File: src/logic/tfmt_defs.vh
`ifndef TFMT_DEFS_VH
`define TFMT_DEFS_VH

// Register indices; byte address is four times the index
`define IDX_CONFIG1     6'h00
`define IDX_FRAC_REMOTE 6'h08
`define IDX_FRAC_LOCAL  6'h09
`define IDX_CHAN1_VAL   6'h0A
`define IDX_CHAN2_VAL   6'h0B
`define IDX_REMOTE_VAL  6'h0D
`define IDX_LOCAL_VAL   6'h0E
`define IDX_STATUS      6'h10
`define IDX_MASK        6'h12
`define IDX_CHAN1_LO    6'h14
`define IDX_CHAN1_HI    6'h15
`define IDX_CHAN2_LO    6'h16
`define IDX_CHAN2_HI    6'h17
`define IDX_REMOTE_LO   6'h1A
`define IDX_REMOTE_HI   6'h1B
`define IDX_LOCAL_LO    6'h1C
`define IDX_LOCAL_HI    6'h1D
`define IDX_CHAN1_OFS   6'h24
`define IDX_CHAN2_OFS   6'h25
`define IDX_REMOTE_OFS  6'h26
`define IDX_LOCAL_OFS   6'h27

// Reset values
`define RST_CONFIG1     8'h00
`define RST_MASK        8'h00
`define RST_LO_LIMIT    8'h00
`define RST_HI_THERM    8'hFF
`define RST_HI_TEMP     8'h7F
`define RST_OFFSET      8'h00
`define RST_VALUE       8'h00

// Field positions
`define CFG_START_BIT   0
`define CFG_RANGE_BIT   7
`define STS_CHAN1_BIT   6

// Formatting constants; shift and tops in quarter degrees, maxima as result codes
`define RANGE_SHIFT_Q   13'h0100
`define BIN_TOP_Q       13'h01FF
`define EXT_TOP_Q       13'h03FF
`define BIN_MAX         8'h7F
`define EXT_MAX         8'hFF
`define FRAC_MAX        2'h3

// AXI responses
`define RESP_OKAY       2'h0
`define RESP_SLVERR     2'h2

`endif

File: src/logic/tfmt_top.v
`timescale 1ns/1ps
`include "tfmt_defs.vh"

module tfmt_top #(
    parameter ADDR_W = 8
) (
    // Clock and reset
    input  wire              REF_CLK,
    input  wire              RST_N,
    // AXI4-Lite write address
    input  wire              AWVALID,
    output reg               AWREADY,
    input  wire [ADDR_W-1:0] AWADDR,
    // AXI4-Lite write data
    input  wire              WVALID,
    output reg               WREADY,
    input  wire [31:0]       WDATA,
    input  wire [3:0]        WSTRB,
    // AXI4-Lite write response
    output reg               BVALID,
    input  wire              BREADY,
    output reg  [1:0]        BRESP,
    // AXI4-Lite read address
    input  wire              ARVALID,
    output reg               ARREADY,
    input  wire [ADDR_W-1:0] ARADDR,
    // AXI4-Lite read data
    output reg               RVALID,
    input  wire              RREADY,
    output reg  [31:0]       RDATA,
    output reg  [1:0]        RRESP,
    // Measurement results from the converter
    input  wire              MEAS_VALID,
    input  wire [1:0]        MEAS_CHAN,
    input  wire [11:0]       MEAS_TEMP,
    // Status toward the system
    output reg               ALERT_N,
    output wire              MONITOR_EN,
    output wire              RANGE_EXT
);

    // Per-channel indices, channel 0 in the low slice
    localparam [23:0] LO_IDX  = {`IDX_LOCAL_LO, `IDX_REMOTE_LO,
                                 `IDX_CHAN2_LO, `IDX_CHAN1_LO};
    localparam [23:0] HI_IDX  = {`IDX_LOCAL_HI, `IDX_REMOTE_HI,
                                 `IDX_CHAN2_HI, `IDX_CHAN1_HI};
    localparam [23:0] OFS_IDX = {`IDX_LOCAL_OFS, `IDX_REMOTE_OFS,
                                 `IDX_CHAN2_OFS, `IDX_CHAN1_OFS};

    reg                aw_held;
    reg [ADDR_W-1:0]   aw_addr;
    reg                w_held;
    reg [31:0]         w_data;
    reg [3:0]          w_strb;
    reg                next_aw_held;
    reg                next_w_held;
    reg                next_bvalid;
    reg                next_rvalid;
    reg [7:0]          config1;
    reg [7:0]          mask;
    reg [7:0]          status;
    reg                freeze;
    reg [5:0]          seen;
    reg [7:0]          rd_mux;
    reg                rd_ok;
    reg [5:0]          rd_bit;

    wire               wr_fire;
    wire               wr_en;
    wire [5:0]         wr_idx;
    wire               wr_ok;
    wire               rd_fire;
    wire [5:0]         rd_idx;
    wire [7:0]         fmt_hi;
    wire [1:0]         fmt_fr;
    wire [31:0]        lo_v;
    wire [31:0]        hi_v;
    wire [31:0]        ofs_v;
    wire [31:0]        vhi_v;
    wire [7:0]         vfr_v;
    wire [3:0]         oob_set;
    wire [7:0]         set_vec;
    wire [7:0]         clr_vec;

    function is_mapped;
        input [5:0] idx;
        begin
            case (idx)
                `IDX_CONFIG1, `IDX_FRAC_REMOTE, `IDX_FRAC_LOCAL,
                `IDX_CHAN1_VAL, `IDX_CHAN2_VAL, `IDX_REMOTE_VAL,
                `IDX_LOCAL_VAL, `IDX_STATUS, `IDX_MASK,
                `IDX_CHAN1_LO, `IDX_CHAN1_HI, `IDX_CHAN2_LO,
                `IDX_CHAN2_HI, `IDX_REMOTE_LO, `IDX_REMOTE_HI,
                `IDX_LOCAL_LO, `IDX_LOCAL_HI, `IDX_CHAN1_OFS,
                `IDX_CHAN2_OFS, `IDX_REMOTE_OFS, `IDX_LOCAL_OFS:
                    is_mapped = 1'b1;
                default:
                    is_mapped = 1'b0;
            endcase
        end
    endfunction

    assign wr_fire = aw_held && w_held && !BVALID;
    assign wr_idx  = aw_addr[7:2];
    assign wr_en   = wr_fire && w_strb[0];
    assign wr_ok   = is_mapped(wr_idx) && ((aw_addr >> 8) == {ADDR_W{1'b0}});
    assign rd_fire = ARVALID && ARREADY;
    assign rd_idx  = ARADDR[7:2];

    assign MONITOR_EN = config1[`CFG_START_BIT];
    assign RANGE_EXT  = config1[`CFG_RANGE_BIT];

    // Write channel handshake
    always @*
    begin
        next_aw_held = aw_held;
        next_w_held  = w_held;
        next_bvalid  = BVALID;
        if (AWVALID && AWREADY)
            next_aw_held = 1'b1;
        if (WVALID && WREADY)
            next_w_held = 1'b1;
        if (wr_fire)
        begin
            next_aw_held = 1'b0;
            next_w_held  = 1'b0;
            next_bvalid  = 1'b1;
        end
        if (BVALID && BREADY)
            next_bvalid = 1'b0;
    end

    always @(posedge REF_CLK or negedge RST_N)
    begin
        if (!RST_N)
        begin
            aw_held <= 1'b0;
            w_held  <= 1'b0;
            aw_addr <= {ADDR_W{1'b0}};
            w_data  <= 32'h0000_0000;
            w_strb  <= 4'h0;
            AWREADY <= 1'b1;
            WREADY  <= 1'b1;
            BVALID  <= 1'b0;
            BRESP   <= `RESP_OKAY;
        end
        else
        begin
            aw_held <= next_aw_held;
            w_held  <= next_w_held;
            BVALID  <= next_bvalid;
            AWREADY <= !next_aw_held && !next_bvalid;
            WREADY  <= !next_w_held && !next_bvalid;
            if (AWVALID && AWREADY)
                aw_addr <= AWADDR;
            if (WVALID && WREADY)
            begin
                w_data <= WDATA;
                w_strb <= WSTRB;
            end
            if (wr_fire)
                BRESP <= wr_ok ? `RESP_OKAY : `RESP_SLVERR;
        end
    end

    // Read data selection
    always @*
    begin
        rd_mux = 8'h00;
        rd_ok  = is_mapped(rd_idx) && ((ARADDR >> 8) == {ADDR_W{1'b0}});
        rd_bit = {rd_idx == `IDX_LOCAL_VAL,  rd_idx == `IDX_REMOTE_VAL,
                  rd_idx == `IDX_CHAN2_VAL,  rd_idx == `IDX_CHAN1_VAL,
                  rd_idx == `IDX_FRAC_LOCAL, rd_idx == `IDX_FRAC_REMOTE};
        case (rd_idx)
            `IDX_CONFIG1:     rd_mux = config1;
            `IDX_FRAC_REMOTE: rd_mux = {4'h0, vfr_v[1:0], vfr_v[5:4]};
            `IDX_FRAC_LOCAL:  rd_mux = {4'h0, vfr_v[3:2], vfr_v[7:6]};
            `IDX_CHAN1_VAL:   rd_mux = vhi_v[7:0];
            `IDX_CHAN2_VAL:   rd_mux = vhi_v[15:8];
            `IDX_REMOTE_VAL:  rd_mux = vhi_v[23:16];
            `IDX_LOCAL_VAL:   rd_mux = vhi_v[31:24];
            `IDX_STATUS:      rd_mux = status;
            `IDX_MASK:        rd_mux = mask;
            `IDX_CHAN1_LO:    rd_mux = lo_v[7:0];
            `IDX_CHAN1_HI:    rd_mux = hi_v[7:0];
            `IDX_CHAN2_LO:    rd_mux = lo_v[15:8];
            `IDX_CHAN2_HI:    rd_mux = hi_v[15:8];
            `IDX_REMOTE_LO:   rd_mux = lo_v[23:16];
            `IDX_REMOTE_HI:   rd_mux = hi_v[23:16];
            `IDX_LOCAL_LO:    rd_mux = lo_v[31:24];
            `IDX_LOCAL_HI:    rd_mux = hi_v[31:24];
            `IDX_CHAN1_OFS:   rd_mux = ofs_v[7:0];
            `IDX_CHAN2_OFS:   rd_mux = ofs_v[15:8];
            `IDX_REMOTE_OFS:  rd_mux = ofs_v[23:16];
            `IDX_LOCAL_OFS:   rd_mux = ofs_v[31:24];
            default:          rd_mux = 8'h00;
        endcase
        if (!rd_ok)
        begin
            rd_mux = 8'h00;
            rd_bit = 6'h00;
        end
    end

    always @*
    begin
        next_rvalid = RVALID;
        if (rd_fire)
            next_rvalid = 1'b1;
        else if (RVALID && RREADY)
            next_rvalid = 1'b0;
    end

    always @(posedge REF_CLK or negedge RST_N)
    begin
        if (!RST_N)
        begin
            ARREADY <= 1'b1;
            RVALID  <= 1'b0;
            RDATA   <= 32'h0000_0000;
            RRESP   <= `RESP_OKAY;
        end
        else
        begin
            RVALID  <= next_rvalid;
            ARREADY <= !next_rvalid;
            if (rd_fire)
            begin
                RDATA <= {24'h00_0000, rd_mux};
                RRESP <= rd_ok ? `RESP_OKAY : `RESP_SLVERR;
            end
        end
    end

    // Configuration and alert mask
    always @(posedge REF_CLK or negedge RST_N)
    begin
        if (!RST_N)
        begin
            config1 <= `RST_CONFIG1;
            mask    <= `RST_MASK;
        end
        else
        begin
            if (wr_en && (wr_idx == `IDX_CONFIG1) && wr_ok)
                config1 <= w_data[7:0];
            if (wr_en && (wr_idx == `IDX_MASK) && wr_ok)
                mask <= w_data[7:0];
        end
    end

    // Result freeze across a multi-register read
    always @(posedge REF_CLK or negedge RST_N)
    begin
        if (!RST_N)
        begin
            freeze <= 1'b0;
            seen   <= 6'h00;
        end
        else if (rd_fire)
        begin
            if (!freeze && (rd_bit[1:0] != 2'b00))
            begin
                freeze <= 1'b1;
                seen   <= rd_bit;
            end
            else if (freeze)
            begin
                seen <= seen | rd_bit;
                if ((seen | rd_bit) == 6'h3F)
                    freeze <= 1'b0;
            end
        end
    end

    tfmt_format u_format (
        .raw_temp  (MEAS_TEMP),
        .offset    (ofs_v[{MEAS_CHAN, 3'b000} +: 8]),
        .ext_range (config1[`CFG_RANGE_BIT]),
        .high_byte (fmt_hi),
        .frac      (fmt_fr)
    );

    genvar ch;
    generate
        for (ch = 0; ch < 4; ch = ch + 1)
        begin : g_chan
            localparam [31:0] CH_NUM = ch;
            localparam [1:0] CH_ID  = CH_NUM[1:0];
            localparam [7:0] HI_RST = (ch < 2) ? `RST_HI_THERM : `RST_HI_TEMP;
            reg  [7:0] lo;
            reg  [7:0] hi;
            reg  [7:0] ofs;
            reg  [7:0] live_hi;
            reg  [1:0] live_fr;
            reg  [7:0] vis_hi;
            reg  [1:0] vis_fr;
            wire       sel_meas;

            assign sel_meas = MEAS_VALID && (MEAS_CHAN == CH_ID);
            // Compare the formatted byte being stored this cycle against this channel's limits
            assign oob_set[ch] = sel_meas &&
                                 ((fmt_hi > hi) || (fmt_hi < lo));

            always @(posedge REF_CLK or negedge RST_N)
            begin
                if (!RST_N)
                begin
                    lo      <= `RST_LO_LIMIT;
                    hi      <= HI_RST;
                    ofs     <= `RST_OFFSET;
                    live_hi <= `RST_VALUE;
                    live_fr <= 2'h0;
                    vis_hi  <= `RST_VALUE;
                    vis_fr  <= 2'h0;
                end
                else
                begin
                    if (wr_en && (wr_idx == LO_IDX[6*ch +: 6]))
                        lo <= w_data[7:0];
                    if (wr_en && (wr_idx == HI_IDX[6*ch +: 6]))
                        hi <= w_data[7:0];
                    if (wr_en && (wr_idx == OFS_IDX[6*ch +: 6]))
                        ofs <= w_data[7:0];
                    if (sel_meas)
                    begin
                        live_hi <= fmt_hi;
                        live_fr <= fmt_fr;
                    end
                    // Visible copy holds while a freeze is active
                    if (!freeze)
                    begin
                        vis_hi <= live_hi;
                        vis_fr <= live_fr;
                    end
                end
            end

            assign lo_v[8*ch +: 8]  = lo;
            assign hi_v[8*ch +: 8]  = hi;
            assign ofs_v[8*ch +: 8] = ofs;
            assign vhi_v[8*ch +: 8] = vis_hi;
            assign vfr_v[2*ch +: 2] = vis_fr;
        end
    endgenerate

    // Status bit 6 down to bit 3 for channel 0 up to 3
    assign set_vec = {1'b0, oob_set[0], oob_set[1], oob_set[2],
                      oob_set[3], 3'b000};
    assign clr_vec = (rd_fire && rd_ok && (rd_idx == `IDX_STATUS)) ? status : 8'h00;

    always @(posedge REF_CLK or negedge RST_N)
    begin
        if (!RST_N)
        begin
            status  <= 8'h00;
            ALERT_N <= 1'b1;
        end
        else
        begin
            // Clear on read; a new violation in the same cycle wins
            status  <= (status & ~clr_vec) | set_vec;
            ALERT_N <= ~|(status & ~mask);
        end
    end

endmodule // tfmt_top

File: src/logic/tfmt_format.v
`timescale 1ns/1ps
`include "tfmt_defs.vh"

module tfmt_format (
    // Raw reading, two's complement quarter degrees
    input  wire [11:0] raw_temp,
    // Channel correction and coding
    input  wire [7:0]  offset,
    input  wire        ext_range,
    // Formatted result
    output reg  [7:0]  high_byte,
    output reg  [1:0]  frac
);

    wire [12:0] raw_q;
    wire [12:0] ofs_q;
    wire [12:0] sum_q;
    wire [12:0] ext_q;

    assign raw_q = {raw_temp[11], raw_temp};
    // One offset code is one degree, four quarter steps
    assign ofs_q = {{3{offset[7]}}, offset, 2'b00};
    assign sum_q = raw_q + ofs_q;
    assign ext_q = sum_q + `RANGE_SHIFT_Q;

    always @*
    begin
        high_byte = `RST_VALUE;
        frac      = 2'h0;
        if (!ext_range)
        begin
            if (sum_q[12] || (sum_q == 13'h0000))
            begin
                high_byte = `RST_VALUE;
                frac      = 2'h0;
            end
            else if (sum_q > `BIN_TOP_Q)
            begin
                high_byte = `BIN_MAX;
                frac      = `FRAC_MAX;
            end
            else
            begin
                high_byte = sum_q[9:2];
                frac      = sum_q[1:0];
            end
        end
        else
        begin
            if (ext_q[12])
            begin
                high_byte = `RST_VALUE;
                frac      = 2'h0;
            end
            else if (ext_q > `EXT_TOP_Q)
            begin
                high_byte = `EXT_MAX;
                frac      = `FRAC_MAX;
            end
            else
            begin
                high_byte = ext_q[9:2];
                frac      = ext_q[1:0];
            end
        end
    end

endmodule // tfmt_format

File: config.mk
export PLATFORM = sky130hd
export DESIGN_NAME = tfmt_top
export DESIGN_NICKNAME = d
export VERILOG_FILES = /design/src/logic/tfmt_top.v /design/src/logic/tfmt_format.v
export VERILOG_INCLUDE_DIRS = /design/src /design/src/logic
export SDC_FILE = /design/constraint.sdc
export NUM_CORES = 1
export LEC_CHECK = 0
export ABC_AREA = 0
export BUFFER_PORTS_ARGS = -buffer_cell sky130_fd_sc_hd__buf_2
export CAP_MARGIN = 20
export CORE_ASPECT_RATIO = 0.75
export CORE_MARGIN = 3
export CORE_UTILIZATION = 45
export DETAILED_ROUTE_END_ITERATION = 12
export PLACE_DENSITY = 0.74
export SYNTH_ARGS = -nofsm -noshare
export SYNTH_HDL_FRONTEND = slang
export SYNTH_HIERARCHICAL = 1
export SYNTH_SLANG_ARGS = --single-unit
export TNS_END_PERCENT = 30
File: constraint.sdc
create_clock -name REF_CLK -period 5.82 [get_ports REF_CLK]
set_clock_uncertainty 0.1 [all_clocks]
set_input_delay 1.164 -clock REF_CLK [delete_from_list [all_inputs] [get_ports REF_CLK]]
set_output_delay 1.164 -clock REF_CLK [all_outputs]
set_load 0.005 [all_outputs]
==> impl_summary.log, run 1 <==
[metrics] startpoint of the worst-slack reg-to-reg timing path: g_chan[0].ofs[6]
[metrics] routed via count: 10.58k
[metrics] MaxCap Viol Count: 0
[metrics] slew of the pin with the lowest slew margin: ~1.1 ns
[metrics] share of the synthesized area in compound gates (AO/OA/AOI/OAI): 12.96%
[metrics] standard-cell row count: 54
[metrics] number of I/O port buffers: 60
[metrics] start point of the critical path: MEAS_CHAN[0]
[metrics] fillers: 2427
[metrics] average wire length per cell after detail routing: 23.70 um
[metrics] Critical Path End Type: flip-flop
[metrics] number of max-slew violations in the final report: 0
[metrics] Diodes inserted: 0
[metrics] cell area after technology mapping: 13430 sq um
[metrics] antenna violations before repair: 0
[metrics] total iterations of the first detailed-routing run: 6
[metrics] area of the placeable core: 29260 sq um
[metrics] vias in the first global route: 10.33k
[metrics] final RePlAce weighted congestion: between 1 and 1.5
[metrics] count of warnings emitted by yosys: 6
[metrics] mux cell area share after synthesis: between 10% and 20%
[metrics] synthesis-to-finish area growth: 21.03%
[metrics] hold violation total from the final report: 0
[metrics] latest clock arrival within the worst-skew pair: 0.56 ns
[metrics] share of synthesized cell area in full adder, half adder and majority cells: 7.788%
[metrics] dominant combinational cell family by area after synthesis: multiplexers
[metrics] clk buf depth: 3
[metrics] Data required, critical path: 6.16 ns
[metrics] pre-CTS setup slack: -0.7416 ns
[metrics] worst hold slack across all endpoints: 0.3775 ns
[metrics] wire length of the first global-routing pass: 62150 um
[metrics] EDFF count, synth: 0
[metrics] synthesized instance count: ~1.2k
[metrics] worst setup slack after layout: 0.1403 ns
[metrics] top cell types by occurrence after synthesis: 206 x dfrtp_1, 205 x mux2_2, 85 x inv_1, 82 x ha_1, 52 x nand2_1
[metrics] post-synth top area share: 38.38%
[metrics] most frequent cell after synthesis: dfrtp_1
[metrics] Worst VDD drop: 0.3799 mV
[metrics] type of the worst min-delay path: reg2reg
[metrics] proportion of layout cells with a drive suffix above 1: 39.93%
[metrics] placed wire-length estimate: 29210 um
[metrics] power density over the cells: around 490 nW/um^2
[metrics] Final setup viols: 0
[metrics] count of clock tree sinks: 240
[metrics] horizontal extent of the die: slightly above 200 um
[metrics] H-tree levels: 1
[metrics] xor and xnor fraction of the mapped netlist area: less than 1%
[metrics] startpoint of the tightest hold check path: RDATA[5]
[metrics] worst slew slack as a fraction of its limit: 23.49%
[metrics] maximum number of pins on one net before global-route repair: 135
[metrics] result of the run: completed
[metrics] async set-or-reset flop fraction in the synthesized netlist: 100.0%
[metrics] data arrival time of the critical path: 6.02 ns
[metrics] total global-route track usage: 25.42%
[metrics] number of distinct library cells after synthesis: 81
[metrics] path type of the worst setup path: in2reg
[metrics] maximum fanout encountered on the critical timing path: 11
[metrics] total die area: 31980 sq um
[metrics] I/O pin total: about 120
[metrics] initial core utilization: 45.91%
[metrics] Congestion Overflow GR: 0
[metrics] number of storage elements in the synthesis netlist: 240
[metrics] Die Y: 155.6 um
[metrics] TritonCTS clock tree: built
[metrics] number of nets in the finished design: 1497
[metrics] time the worst path needs with I/O delays and setup: ~5.7 ns
[metrics] most used flip-flop cell after synthesis: dfrtp_1
[metrics] startpoint type of the worst setup path: primary input
[metrics] cell type contributing the most total cell area after synthesis: dfrtp_1
[metrics] detailed-route vias per instance: around 6.0
[metrics] part of the cycle the worst path needs: between 90 and 100%
[metrics] mean instance size in the synthesized netlist: 11.38 sq um
[metrics] peak clock frequency supported by timing: ~0.18 GHz
[metrics] drc violations: 0
[metrics] sequential area share after synthesis: a little under half
[metrics] P_leak: between 7 and 8 nW
[metrics] Detailed Route Iter0 Violations: 1143
[metrics] number of buffers created by CTS: 26
[metrics] Routed Wire Length: about 42000 um
[metrics] hold bufs inserted after CTS: 0
[metrics] Synth area leaders: dfrtp_1 38%, mux2_2 17%, ha_1 7.6%
[metrics] Simple-Gate Fraction of Synth Area: 9.009%
[metrics] number of nets with antenna violations after routing: 0
[metrics] Clock Root Buffer: clkbuf_16
[metrics] clk slew on worst S/H paths: 0.07 ns
==> what timing repair did <==
action,in CTS,in global routing
gates cloned,0,0
setup endpoints to repair,4,4
setup buffers,0,11
gates resized for setup,6,44
pin swaps,1,22
==> registers in the layout (all words and copies together), names as in the netlist, 32 cells and up <==
register        flops
g_chan.hi          32
g_chan.live_hi     32
g_chan.lo          32
g_chan.ofs         32
g_chan.vis_hi      32
==> cell families (layout without fill, tap and decap cells) <==
logic type	after synthesis	after routing
compound gates	242	242
xor+xnor	11	11
fa+ha+maj	83	83
buf+inv	162	317
flops	240	240
mux	218	218
other cells	1	26
simple gates	223	223
==> power by group <==
| part | leakage [nW] | switching (mW) | total, mW | internal, mW |
|---|---|---|---|---|
| logic | 3.89 | 1.70 | 3.48 | 1.78 |
| registers | 3.03 | 0.505 | 2.62 | 2.12 |
| clock network | 0.475 | 0.720 | 1.88 | 1.16 |
==> worst paths after layout <==
kind | endpoint | slack [ns] | depth (start not counted)
min in group asynchronous | g_chan[2].vis_fr[0] | 0.65 | 1
max in group asynchronous | g_chan[2].lo[4] | 3.81 | 2
max reg2reg | status[4] | 0.45 | 27
min | RDATA[5] | 0.38 | 2
min reg2reg | RDATA[5] | 0.38 | 2
max | status[4] | 0.14 | 28
==> layout by cell type, fill, tap and decap left out, types with 9 or more instances in the layout <==
cell and n:
a32oi_1 9, o211ai_1 10, o21ai_0 23, conb_1 26
a21o_1 11, dfstp_2 34, o22ai_1 9, nand4_1 24
buf_2 58, nor2_1 46, nor2b_1 14, nand2_1 50
a22oi_1 45, ha_1 76, nand3_1 19, a21oi_1 40
mux2_2 205, dfrtp_1 205, clkbuf_16 26, inv_1 82
buf_4 110
==> final cells by class <==
cell class                      instances  area (sq um)  share of cell area [%]
Multi-Input combinational cell        803          7068                   43.48
Clock buffer                           30         685.7                   4.218
Tap cell                              392         490.5                   3.017
Clock inverter                         18         285.3                   1.755
Timing Repair Buffer                  183          1353                   8.321
Inverter                               86         322.8                   1.986
Sequential cell                       240          6050                   37.22
==> through the flow <==
stage | std cells | total power [mW] | area (sq um) | setup TNS, ns | utilization (%)
2_1_floorplan | 1205 | 4.269 | 13630 | 0 | -
3_3_place_gp | 1692 | 5.533 | 14910 | -2.221 | 50.98
3_5_place_dp | 1692 | 5.684 | 14910 | -2.841 | 50.98
4_1_cts | 1740 | 7.611 | 15910 | 0 | 54.38
5_1_grt | 1752 | 8.384 | 16250 | -0.02859 | 55.56
6_report | 1752 | 7.980 | 16250 | 0 | 55.56
==> metal layers <==
| layer | share of wire (%) | track usage, % | up-vias |
|---|---|---|---|
| li1 | - | - | 4646 |
| met1 | 43 | 36.26 | 5266 |
| met2 | 43 | 37.43 | 564 |
| met5 | 0 | 0 | - |
| met3 | 11 | 7.987 | 107 |
| met4 | 3.1 | 7.382 | 0 |
==> worst max-delay path, stage by stage <==
cell and delay, ns:
buf_12 0.11, mux4_2 0.59, ha_4 0.29, a2111oi_4 0.34, o21ai_1 0.15, a21o_1 0.23
nand2_2 0.09, inv_1 0.08, ha_4 0.16, nand2b_1 0.11, nor2_1 0.06, mux2i_1 0.18
o311ai_2 0.16, buf_4 0.16, nand4_1 0.06, o211a_1 0.20, buf_4 0.13, buf_4 0.12
nor2_2 0.04, o2bb2ai_2 0.14, buf_4 0.17, buf_4 0.23, ha_1 0.18, nand4_1 0.16
a21oi_2 0.18, a211oi_1 0.05, or3_1 0.37, o311ai_2 0.10
No activity file was read; power rests on OpenSTA's default activity.
==> run 2, diff against run 1 <==
CORE_ASPECT_RATIO = default   (was 0.75)
==> run 2 against run 1 <==
Compared with the run above: combinational power down 9.2%; design area decreased by 2.5%; sequential power barely moved; count of clock-buffer cells in the layout increased by 4; die area is essentially flat; sequential share of layout area rose by 0.95 points; critical path depth decreased by 2; first-iteration DRC count fell by 5.9%; final cell count fell by 2.2%; global-route usage is 1.4 points lower; fmax up 1.3%; critical endpoint is now status[3]; largest cell class unchanged; highest routed layer unchanged.
==> impl_summary.log, run 2 (same netlist as run 1, synthesis figures left out) <==
[metrics] slew of the pin with the lowest slew margin: 1.147 ns (was 1.146 ns)
[metrics] wire length of the first global-routing pass: 58790 um (was 62150 um)
[metrics] MaxCap Viol Count: 0 (unchanged)
[metrics] startpoint type of the worst setup path: primary input (unchanged)
[metrics] drc violations: 0 (unchanged)
[metrics] Congestion Overflow GR: 0 (unchanged)
[metrics] time the worst path needs with I/O delays and setup: 5.605 ns (was 5.680 ns)
[metrics] startpoint of the worst-slack reg-to-reg timing path: g_chan[0].ofs[5] (was g_chan[0].ofs[6])
[metrics] maximum number of pins on one net before global-route repair: 125 (was 135)
[metrics] clk buf depth: 3 (unchanged)
[metrics] type of the worst min-delay path: reg2reg (unchanged)
[metrics] total global-route track usage: 24.05% (was 25.42%)
[metrics] Reg power frac: 35.0% (was 32.8%)
[metrics] fillers: 2494 (was 2427)
[metrics] standard-cell row count: 62 (was 54)
[metrics] Detail Route met2 WL: 17520 um (was 18050 um)
[metrics] detailed-route vias per instance: 6.095 (was 6.041)
[metrics] storage element area: 6050 sq um (unchanged)
[metrics] combinational fraction of design power: 42.2% (was 43.6%)
[metrics] Cell Area, Placed: 14720 sq um (was 14910 sq um)
[metrics] total iterations of the first detailed-routing run: 5 (was 6)
[metrics] switching power summed over all nets: 2.723 mW (was 2.926 mW)
[metrics] switching share of power: 36.38% (was 36.67%)
[metrics] result of the run: completed (unchanged)
[metrics] cell internal pwr: 4.760 mW (was 5.054 mW)
[metrics] clk slew on worst S/H paths: 0.06 ns (was 0.07 ns)
[metrics] aggregate negative setup slack: 0 ns (unchanged)
[metrics] start point of the critical path: MEAS_CHAN[0] (unchanged)
[metrics] worst setup slack after layout: 0.2149 ns (was 0.1403 ns)
[metrics] Worst R2R Setup Slack: 0.59 ns (was 0.45 ns)
[metrics] number of max-slew violations in the final report: 0 (unchanged)
[metrics] hold violation total from the final report: 0 (unchanged)
[metrics] final design area excluding fillers: 15850 sq um (was 16250 sq um)
[metrics] power density over the cells: 472.1 nW/um^2 (was 491.0 nW/um^2)
[metrics] number of I/O port buffers: 60 (unchanged)
[metrics] Final setup viols: 0 (unchanged)
[metrics] Die Y: 178.8 um (was 155.6 um)
[metrics] I/O pin total: 118 (unchanged)
[metrics] total die area: 31950 sq um (was 31980 sq um)
[metrics] final RePlAce weighted congestion: 0.9587 (was 1.003)
[metrics] pre-CTS setup slack: -0.6689 ns (was -0.7416 ns)
[metrics] worst slew slack as a fraction of its limit: 23.23% (was 23.49%)
[metrics] count of clock tree sinks: 240 (unchanged)
[metrics] footprint of the multi-input gates: 7017 sq um (was 7068 sq um)
[metrics] synthesis-to-finish area growth: 18.02% (was 21.03%)
[metrics] overall power of the completed layout: 7.483 mW (was 7.980 mW)
[metrics] met3 WL: 3577 um (was 4469 um)
[metrics] Worst VDD drop: 0.3070 mV (was 0.3799 mV)
[metrics] Data required, critical path: 6.13 ns (was 6.16 ns)
[metrics] maximum fanout encountered on the critical timing path: 8 (was 11)
[metrics] Critical Path End Type: flip-flop (unchanged)
[metrics] data arrival time of the critical path: 5.92 ns (was 6.02 ns)
[metrics] number of buffers created by CTS: 25 (was 26)
[metrics] routed via count: 10.45k (was 10.58k)
[metrics] number of nets in the finished design: 1469 (was 1497)
[metrics] depth of the worst register-to-register path: 23 (was 27)
[metrics] latest clock arrival within the worst-skew pair: 0.53 ns (was 0.56 ns)
[metrics] vias in the first global route: 10.49k (was 10.33k)
[metrics] antenna violations before repair: 0 (unchanged)
[metrics] number of nets with antenna violations after routing: 0 (unchanged)
[metrics] Diodes inserted: 0 (unchanged)
[metrics] Routed met1 length: 15630 um (was 17710 um)
[metrics] peak clock frequency supported by timing: 0.1784 GHz (was 0.1761 GHz)
[metrics] part of the cycle the worst path needs: 96.31% (was 97.59%)
[metrics] most frequent cells in the layout: 205 x dfrtp_1, 205 x mux2_2, 87 x buf_4 (was 205 x dfrtp_1, 205 x mux2_2, 110 x buf_4)
[metrics] capture point of the worst path: status[3] (was status[4])
[metrics] path type of the worst setup path: in2reg (unchanged)
[metrics] placed wire-length estimate: 26840 um (was 29210 um)
[metrics] Clk network pwr share: 22.8% (was 23.5%)
[metrics] Clock Root Buffer: clkbuf_16 (unchanged)
[metrics] H-tree levels: 1 (unchanged)
[metrics] top metal layer carrying routed signals: met4 (unchanged)
[metrics] proportion of layout cells with a drive suffix above 1: 37.67% (was 39.93%)
[metrics] area of the placeable core: 29090 sq um (was 29260 sq um)
[metrics] TritonCTS clock tree: built (unchanged)
[metrics] average wire length per cell after detail routing: 22.55 um (was 23.70 um)
[metrics] P_leak: 7.208 nW (was 7.391 nW)
[metrics] Detailed Route Iter0 Violations: 1075 (was 1143)
[metrics] Routed Wire Length: 38640 um (was 41520 um)
[metrics] initial core utilization: 46.17% (was 45.91%)
[metrics] horizontal extent of the die: 178.8 um (was 205.5 um)
[metrics] Reg2Reg Capture Point: status[3] (was status[4])
-- run 2: cell type report --
cell class                 instances  area share (%)
tap                              384           3.031
multi-input combinational        803           44.27
inverter                          86           2.037
timing repair buffer             156           6.986
sequential                       240           38.17
clock buffer                      34           4.350
clock inverter                    11           1.160
-- run 2: routing by layer --
metal / vias to the layer above / global-route usage, %
met4: 0 / 9.643
met5: - / 0
met1: 5210 / 31.70
li1: 4572 / -
met2: 529 / 38.62
met3: 136 / 5.273
-- run 2: how the worst min path moves through the flow --
stage,start,endpoint,cells after the start
2_1_floorplan,g_chan[1].live_hi[0],g_chan[1].live_hi[0],2
3_3_place_gp,g_chan[1].live_hi[0],g_chan[1].live_hi[0],2
3_5_place_dp,RDATA[3],RDATA[3],2
4_1_cts,RDATA[3],RDATA[3],2
5_1_grt,RDATA[3],RDATA[3],2
6_report,RDATA[3],RDATA[3],2
-- run 2: what timing repair did --
action,CTS,global route
buffers inserted,0,6
gates resized for setup,5,33
pin swaps,0,19
endpoints found under the setup margin,4,4
hold buffers,0,0
-- run 2: metrics by stage --
stage          hold WS [ns]  utilization (%)  cells
5_1_grt              0.4063            54.49   1714
6_report             0.3717            54.49   1714
4_1_cts              0.3822            53.66   1708
3_3_place_gp         0.3575            50.58   1663
3_5_place_dp         0.3684            50.58   1663
2_1_floorplan        0.3460                -   1205
-- run 2: power groups by stage --
stage,Clock [mW],Combinational [mW],Sequential [mW]
floorplan,0,1.92,2.35
global placement,0,2.73,2.60
detailed placement,0,2.84,2.62
CTS,1.73,2.91,2.60
global route,1.80,3.45,2.67
finish,1.71,3.16,2.62
-- run 2: critical path, stage by stage --
cell and delay (ns):
buf_12 0.11, mux4_2 0.50, ha_1 0.22, inv_1 0.07, fa_2 0.22, nand2b_4 0.13, a211oi_2 0.06, or2_2 0.34
nor2_4 0.12, ha_2 0.19, and2_1 0.15, nand4_1 0.13, o311ai_2 0.11, nand2_1 0.16, o211a_1 0.30, a32oi_4 0.26
buf_12 0.16, o21ai_4 0.08, buf_4 0.17, ha_4 0.25, nor2b_4 0.12, o21a_1 0.12, o211ai_1 0.12, a2111oi_2 0.46
a21oi_1 0.10, o31ai_1 0.08
==> run 3, diff against run 2 <==
--- a/constraint.sdc
+++ b/constraint.sdc
@@ -3,3 +3,3 @@
 set_input_delay 1.164 -clock REF_CLK [delete_from_list [all_inputs] [get_ports REF_CLK]]
 set_output_delay 1.164 -clock REF_CLK [all_outputs]
-set_load 0.005 [all_outputs]
+set_load 0.05 [all_outputs]
==> run 3 against run 2 <==
Compared with the run above: first-iteration DRC count shrank 0.19%; via count is 1.2% lower; non-clock buffer count decreased by 2; die area stayed put; hold slack gained 0.0061 ns.
==> impl_summary.log, run 3 (same netlist as run 1, synthesis figures left out) <==
[metrics] result of the run: completed (unchanged)
[metrics] pre-CTS setup slack: -0.6038 ns (was -0.6689 ns)
[metrics] wire length of the first global-routing pass: 58780 um (was 58790 um)
[metrics] I/O pin total: 118 (unchanged)
[metrics] latest clock arrival within the worst-skew pair: 0.53 ns (about the same)
[metrics] most frequent cells in the layout: 205 x dfrtp_1, 205 x mux2_2, 86 x buf_4 (was 205 x dfrtp_1, 205 x mux2_2, 87 x buf_4)
[metrics] post-route core utilization: 54.02% (was 54.49%)
[metrics] drc violations: 0 (unchanged)
[metrics] area of the placeable core: 29090 sq um (unchanged)
[metrics] placed wire-length estimate: 27220 um (was 26840 um)
[metrics] type of the worst min-delay path: reg2reg (unchanged)
[metrics] peak clock frequency supported by timing: 0.1768 GHz (was 0.1784 GHz)
[metrics] fillers: 2503 (was 2494)
[metrics] maximum number of pins on one net before global-route repair: 130 (was 125)
[metrics] clk slew on worst S/H paths: 0.06 ns (about the same)
[metrics] number of placed instances, taps included: 1658 (was 1663)
[metrics] time the worst path needs with I/O delays and setup: 5.657 ns (was 5.605 ns)
[metrics] number of buffers created by CTS: 26 (was 25)
[metrics] cell internal pwr: 4.564 mW (was 4.760 mW)
[metrics] Clock Root Buffer: clkbuf_16 (unchanged)
[metrics] worst path bufs/invs: 6 (was 4)
[metrics] Detailed Route Iter0 Violations: 1073 (was 1075)
[metrics] kind of cell adding the most delay to the critical path: compound AO/OA/AOI/OAI gates (unchanged)
[metrics] maximum fanout encountered on the critical timing path: 7 (was 8)
[metrics] routed via count: 10.32k (was 10.45k)
[metrics] standard-cell row count: 62 (unchanged)
[metrics] proportion of layout cells with a drive suffix above 1: 36.77% (was 37.67%)
[metrics] worst setup slack after layout: 0.1632 ns (was 0.2149 ns)
[metrics] Clk network pwr share: 22.2% (was 22.8%)
[metrics] Data required, critical path: 6.11 ns (was 6.13 ns)
[metrics] total iterations of the first detailed-routing run: 6 (was 5)
[metrics] data arrival time of the critical path: 5.95 ns (was 5.92 ns)
[metrics] switching share of power: 37.77% (was 36.38%)
[metrics] crit-path max cell delay: 0.59 ns (was 0.50 ns)
[metrics] storage element area: 6050 sq um (unchanged)
[metrics] vias in the first global route: 10.18k (was 10.49k)
[metrics] path type of the worst setup path: in2reg (unchanged)
[metrics] detailed-route vias per instance: 6.020 (was 6.095)
[metrics] switching power summed over all nets: 2.770 mW (was 2.723 mW)
[metrics] MaxCap Viol Count: 0 (unchanged)
[metrics] slew of the pin with the lowest slew margin: 1.225 ns (was 1.147 ns)
[metrics] worst slew slack as a fraction of its limit: 18.13% (was 23.23%)
[metrics] average wire length per cell after detail routing: 22.51 um (was 22.55 um)
[metrics] TritonCTS clock tree: built (unchanged)
[metrics] overall power of the completed layout: 7.335 mW (was 7.483 mW)
[metrics] Die Y: 178.8 um (unchanged)
[metrics] P_leak: 7.138 nW (was 7.208 nW)
[metrics] horizontal extent of the die: 178.8 um (unchanged)
[metrics] count of clock tree sinks: 240 (unchanged)
[metrics] synthesis-to-finish area growth: 17.01% (was 18.02%)
[metrics] Reg power frac: 35.8% (was 35.0%)
[metrics] combinational fraction of design power: 42.1% (was 42.2%)
[metrics] Post-Layout Cell Count: 1714 (unchanged)
[metrics] number of nets with antenna violations after routing: 0 (unchanged)
[metrics] ordered list of cells on the worst path: buf_6 > mux4_2 > ha_4 > a2111oi_2 > o21ai_1 > nand3_1 > nand2_2 > inv_1 > ha_2 > nand2b_1 > buf_4 > o311ai_4 > buf_4 > nand4_1 > o211a_4 > a32oi_4 > buf_6 > o21ai_2 > buf_4 > ha_1 > a21o_1 > a21o_1 > a211oi_1 > o221ai_1
[metrics] number of I/O port buffers: 60 (unchanged)
[metrics] Worst VDD drop: 0.3413 mV (was 0.3070 mV)
[metrics] power density over the cells: 466.7 nW/um^2 (was 472.1 nW/um^2)
[metrics] Routed Wire Length: 38590 um (was 38640 um)
[metrics] total die area: 31950 sq um (unchanged)
[metrics] H-tree levels: 1 (unchanged)
[metrics] number of max-slew violations in the final report: 0 (unchanged)
[metrics] initial core utilization: 46.17% (unchanged)
[metrics] Max stage delay cell, worst path: mux4_2 (unchanged)
[metrics] Diodes inserted: 0 (unchanged)
[metrics] startpoint type of the worst setup path: primary input (unchanged)
[metrics] Final setup viols: 0 (unchanged)
[metrics] hold violation total from the final report: 0 (unchanged)
[metrics] Critical Path End Type: flip-flop (unchanged)
[metrics] clk buf depth: 3 (unchanged)
[metrics] total global-route track usage: 24.13% (was 24.05%)
[metrics] number of nets in the finished design: 1468 (was 1469)
[metrics] part of the cycle the worst path needs: 97.20% (was 96.31%)
[metrics] final RePlAce weighted congestion: 0.9429 (was 0.9587)
[metrics] antenna violations before repair: 0 (unchanged)
[metrics] Congestion Overflow GR: 0 (unchanged)
[metrics] most used cell along the critical path: buf_4 (was buf_12)
[metrics] footprint of the multi-input gates: 6945 sq um (was 7017 sq um)
[run 3: cell types whose count changed in the layout (fill, tap and decap cells not counted), sizes merged]
cell      delta
clkbuf      +10
bufinv       -4
buf          -3
clkinv       -3
clkinvlp     +1
inv          -1
[run 3: timing repair]
item / in CTS / in global routing
setup endpoints to repair: 4 / 4
gates resized for setup: 3 / 23
pin swaps: 1 / 10
setup buffers: 2 / 4
hold buffers: 0 / 0
gates cloned: 0 / 0
[run 3: path summary, 6_finish.rpt]
kind | start | endpoint | slack, ns | cells after the start
setup / recovery | MEAS_CHAN[0] | status[6] | 0.16 | 24
min in group asynchronous | RST_N | config1[4] | 0.60 | 1
hold reg to reg | RDATA[5] | RDATA[5] | 0.38 | 2
max in group asynchronous | RST_N | freeze | 3.93 | 2
setup reg to reg | g_chan[3].ofs[6] | status[6] | 0.55 | 23
hold / removal | RDATA[5] | RDATA[5] | 0.38 | 2
[run 3: final cells by class]
type / count / share of cell area [%]
flip-flops and latches: 240 / 38.50
repair buffers: 154 / 6.831
inverters: 86 / 2.054
well taps: 384 / 3.057
multi-input cells: 803 / 44.20
clock buffers: 43 / 5.064
clock inverters: 4 / 0.3025
[run 3: layer usage]
metal / track usage (%) / vias to the layer above / share of wire [%]
met5: 0 / - / 0
met4: 8.506 / 0 / 3.9
met3: 4.638 / 103 / 9.0
met2: 39.44 / 485 / 47
met1: 32.15 / 5157 / 40
li1: - / 4573 / -
[run 3: through the flow]
stage                     setup TNS (ns)  area (sq um)  hold WS, ns
after detailed placement          -2.317         14660       0.3702
after global placement            -2.123         14660       0.3576
final                                  0         15720       0.3778
after global routing             -0.2069         15720       0.4127
after floorplan                -0.005095         13610       0.3460
after CTS                              0         15530       0.3826
[run 3: power by group through the flow]
stage | Clock (mW) | Combinational (mW) | Sequential, mW
finish | 1.63 | 3.08 | 2.62
global route | 1.72 | 3.38 | 2.68
CTS | 1.65 | 2.93 | 2.60
detailed placement | 0 | 2.87 | 2.63
global placement | 0 | 2.78 | 2.60
floorplan | 0 | 1.95 | 2.42
[run 3: worst register-to-register path, cell delays in order (launching register included)]
cell and delay (ns):
dfrtp_1 0.41, mux4_2 0.57, ha_4 0.28, a2111oi_2 0.38, o21ai_1 0.16, nand3_1 0.14, nand2_2 0.09, inv_1 0.08
ha_2 0.18, nand2b_1 0.07, buf_4 0.14, o311ai_4 0.24, buf_4 0.16, nand4_1 0.09, o211a_4 0.18, a32oi_4 0.26
buf_6 0.16, o21ai_2 0.12, buf_4 0.21, ha_1 0.32, a21o_1 0.16, a21o_1 0.17, a211oi_1 0.32, o221ai_1 0.15
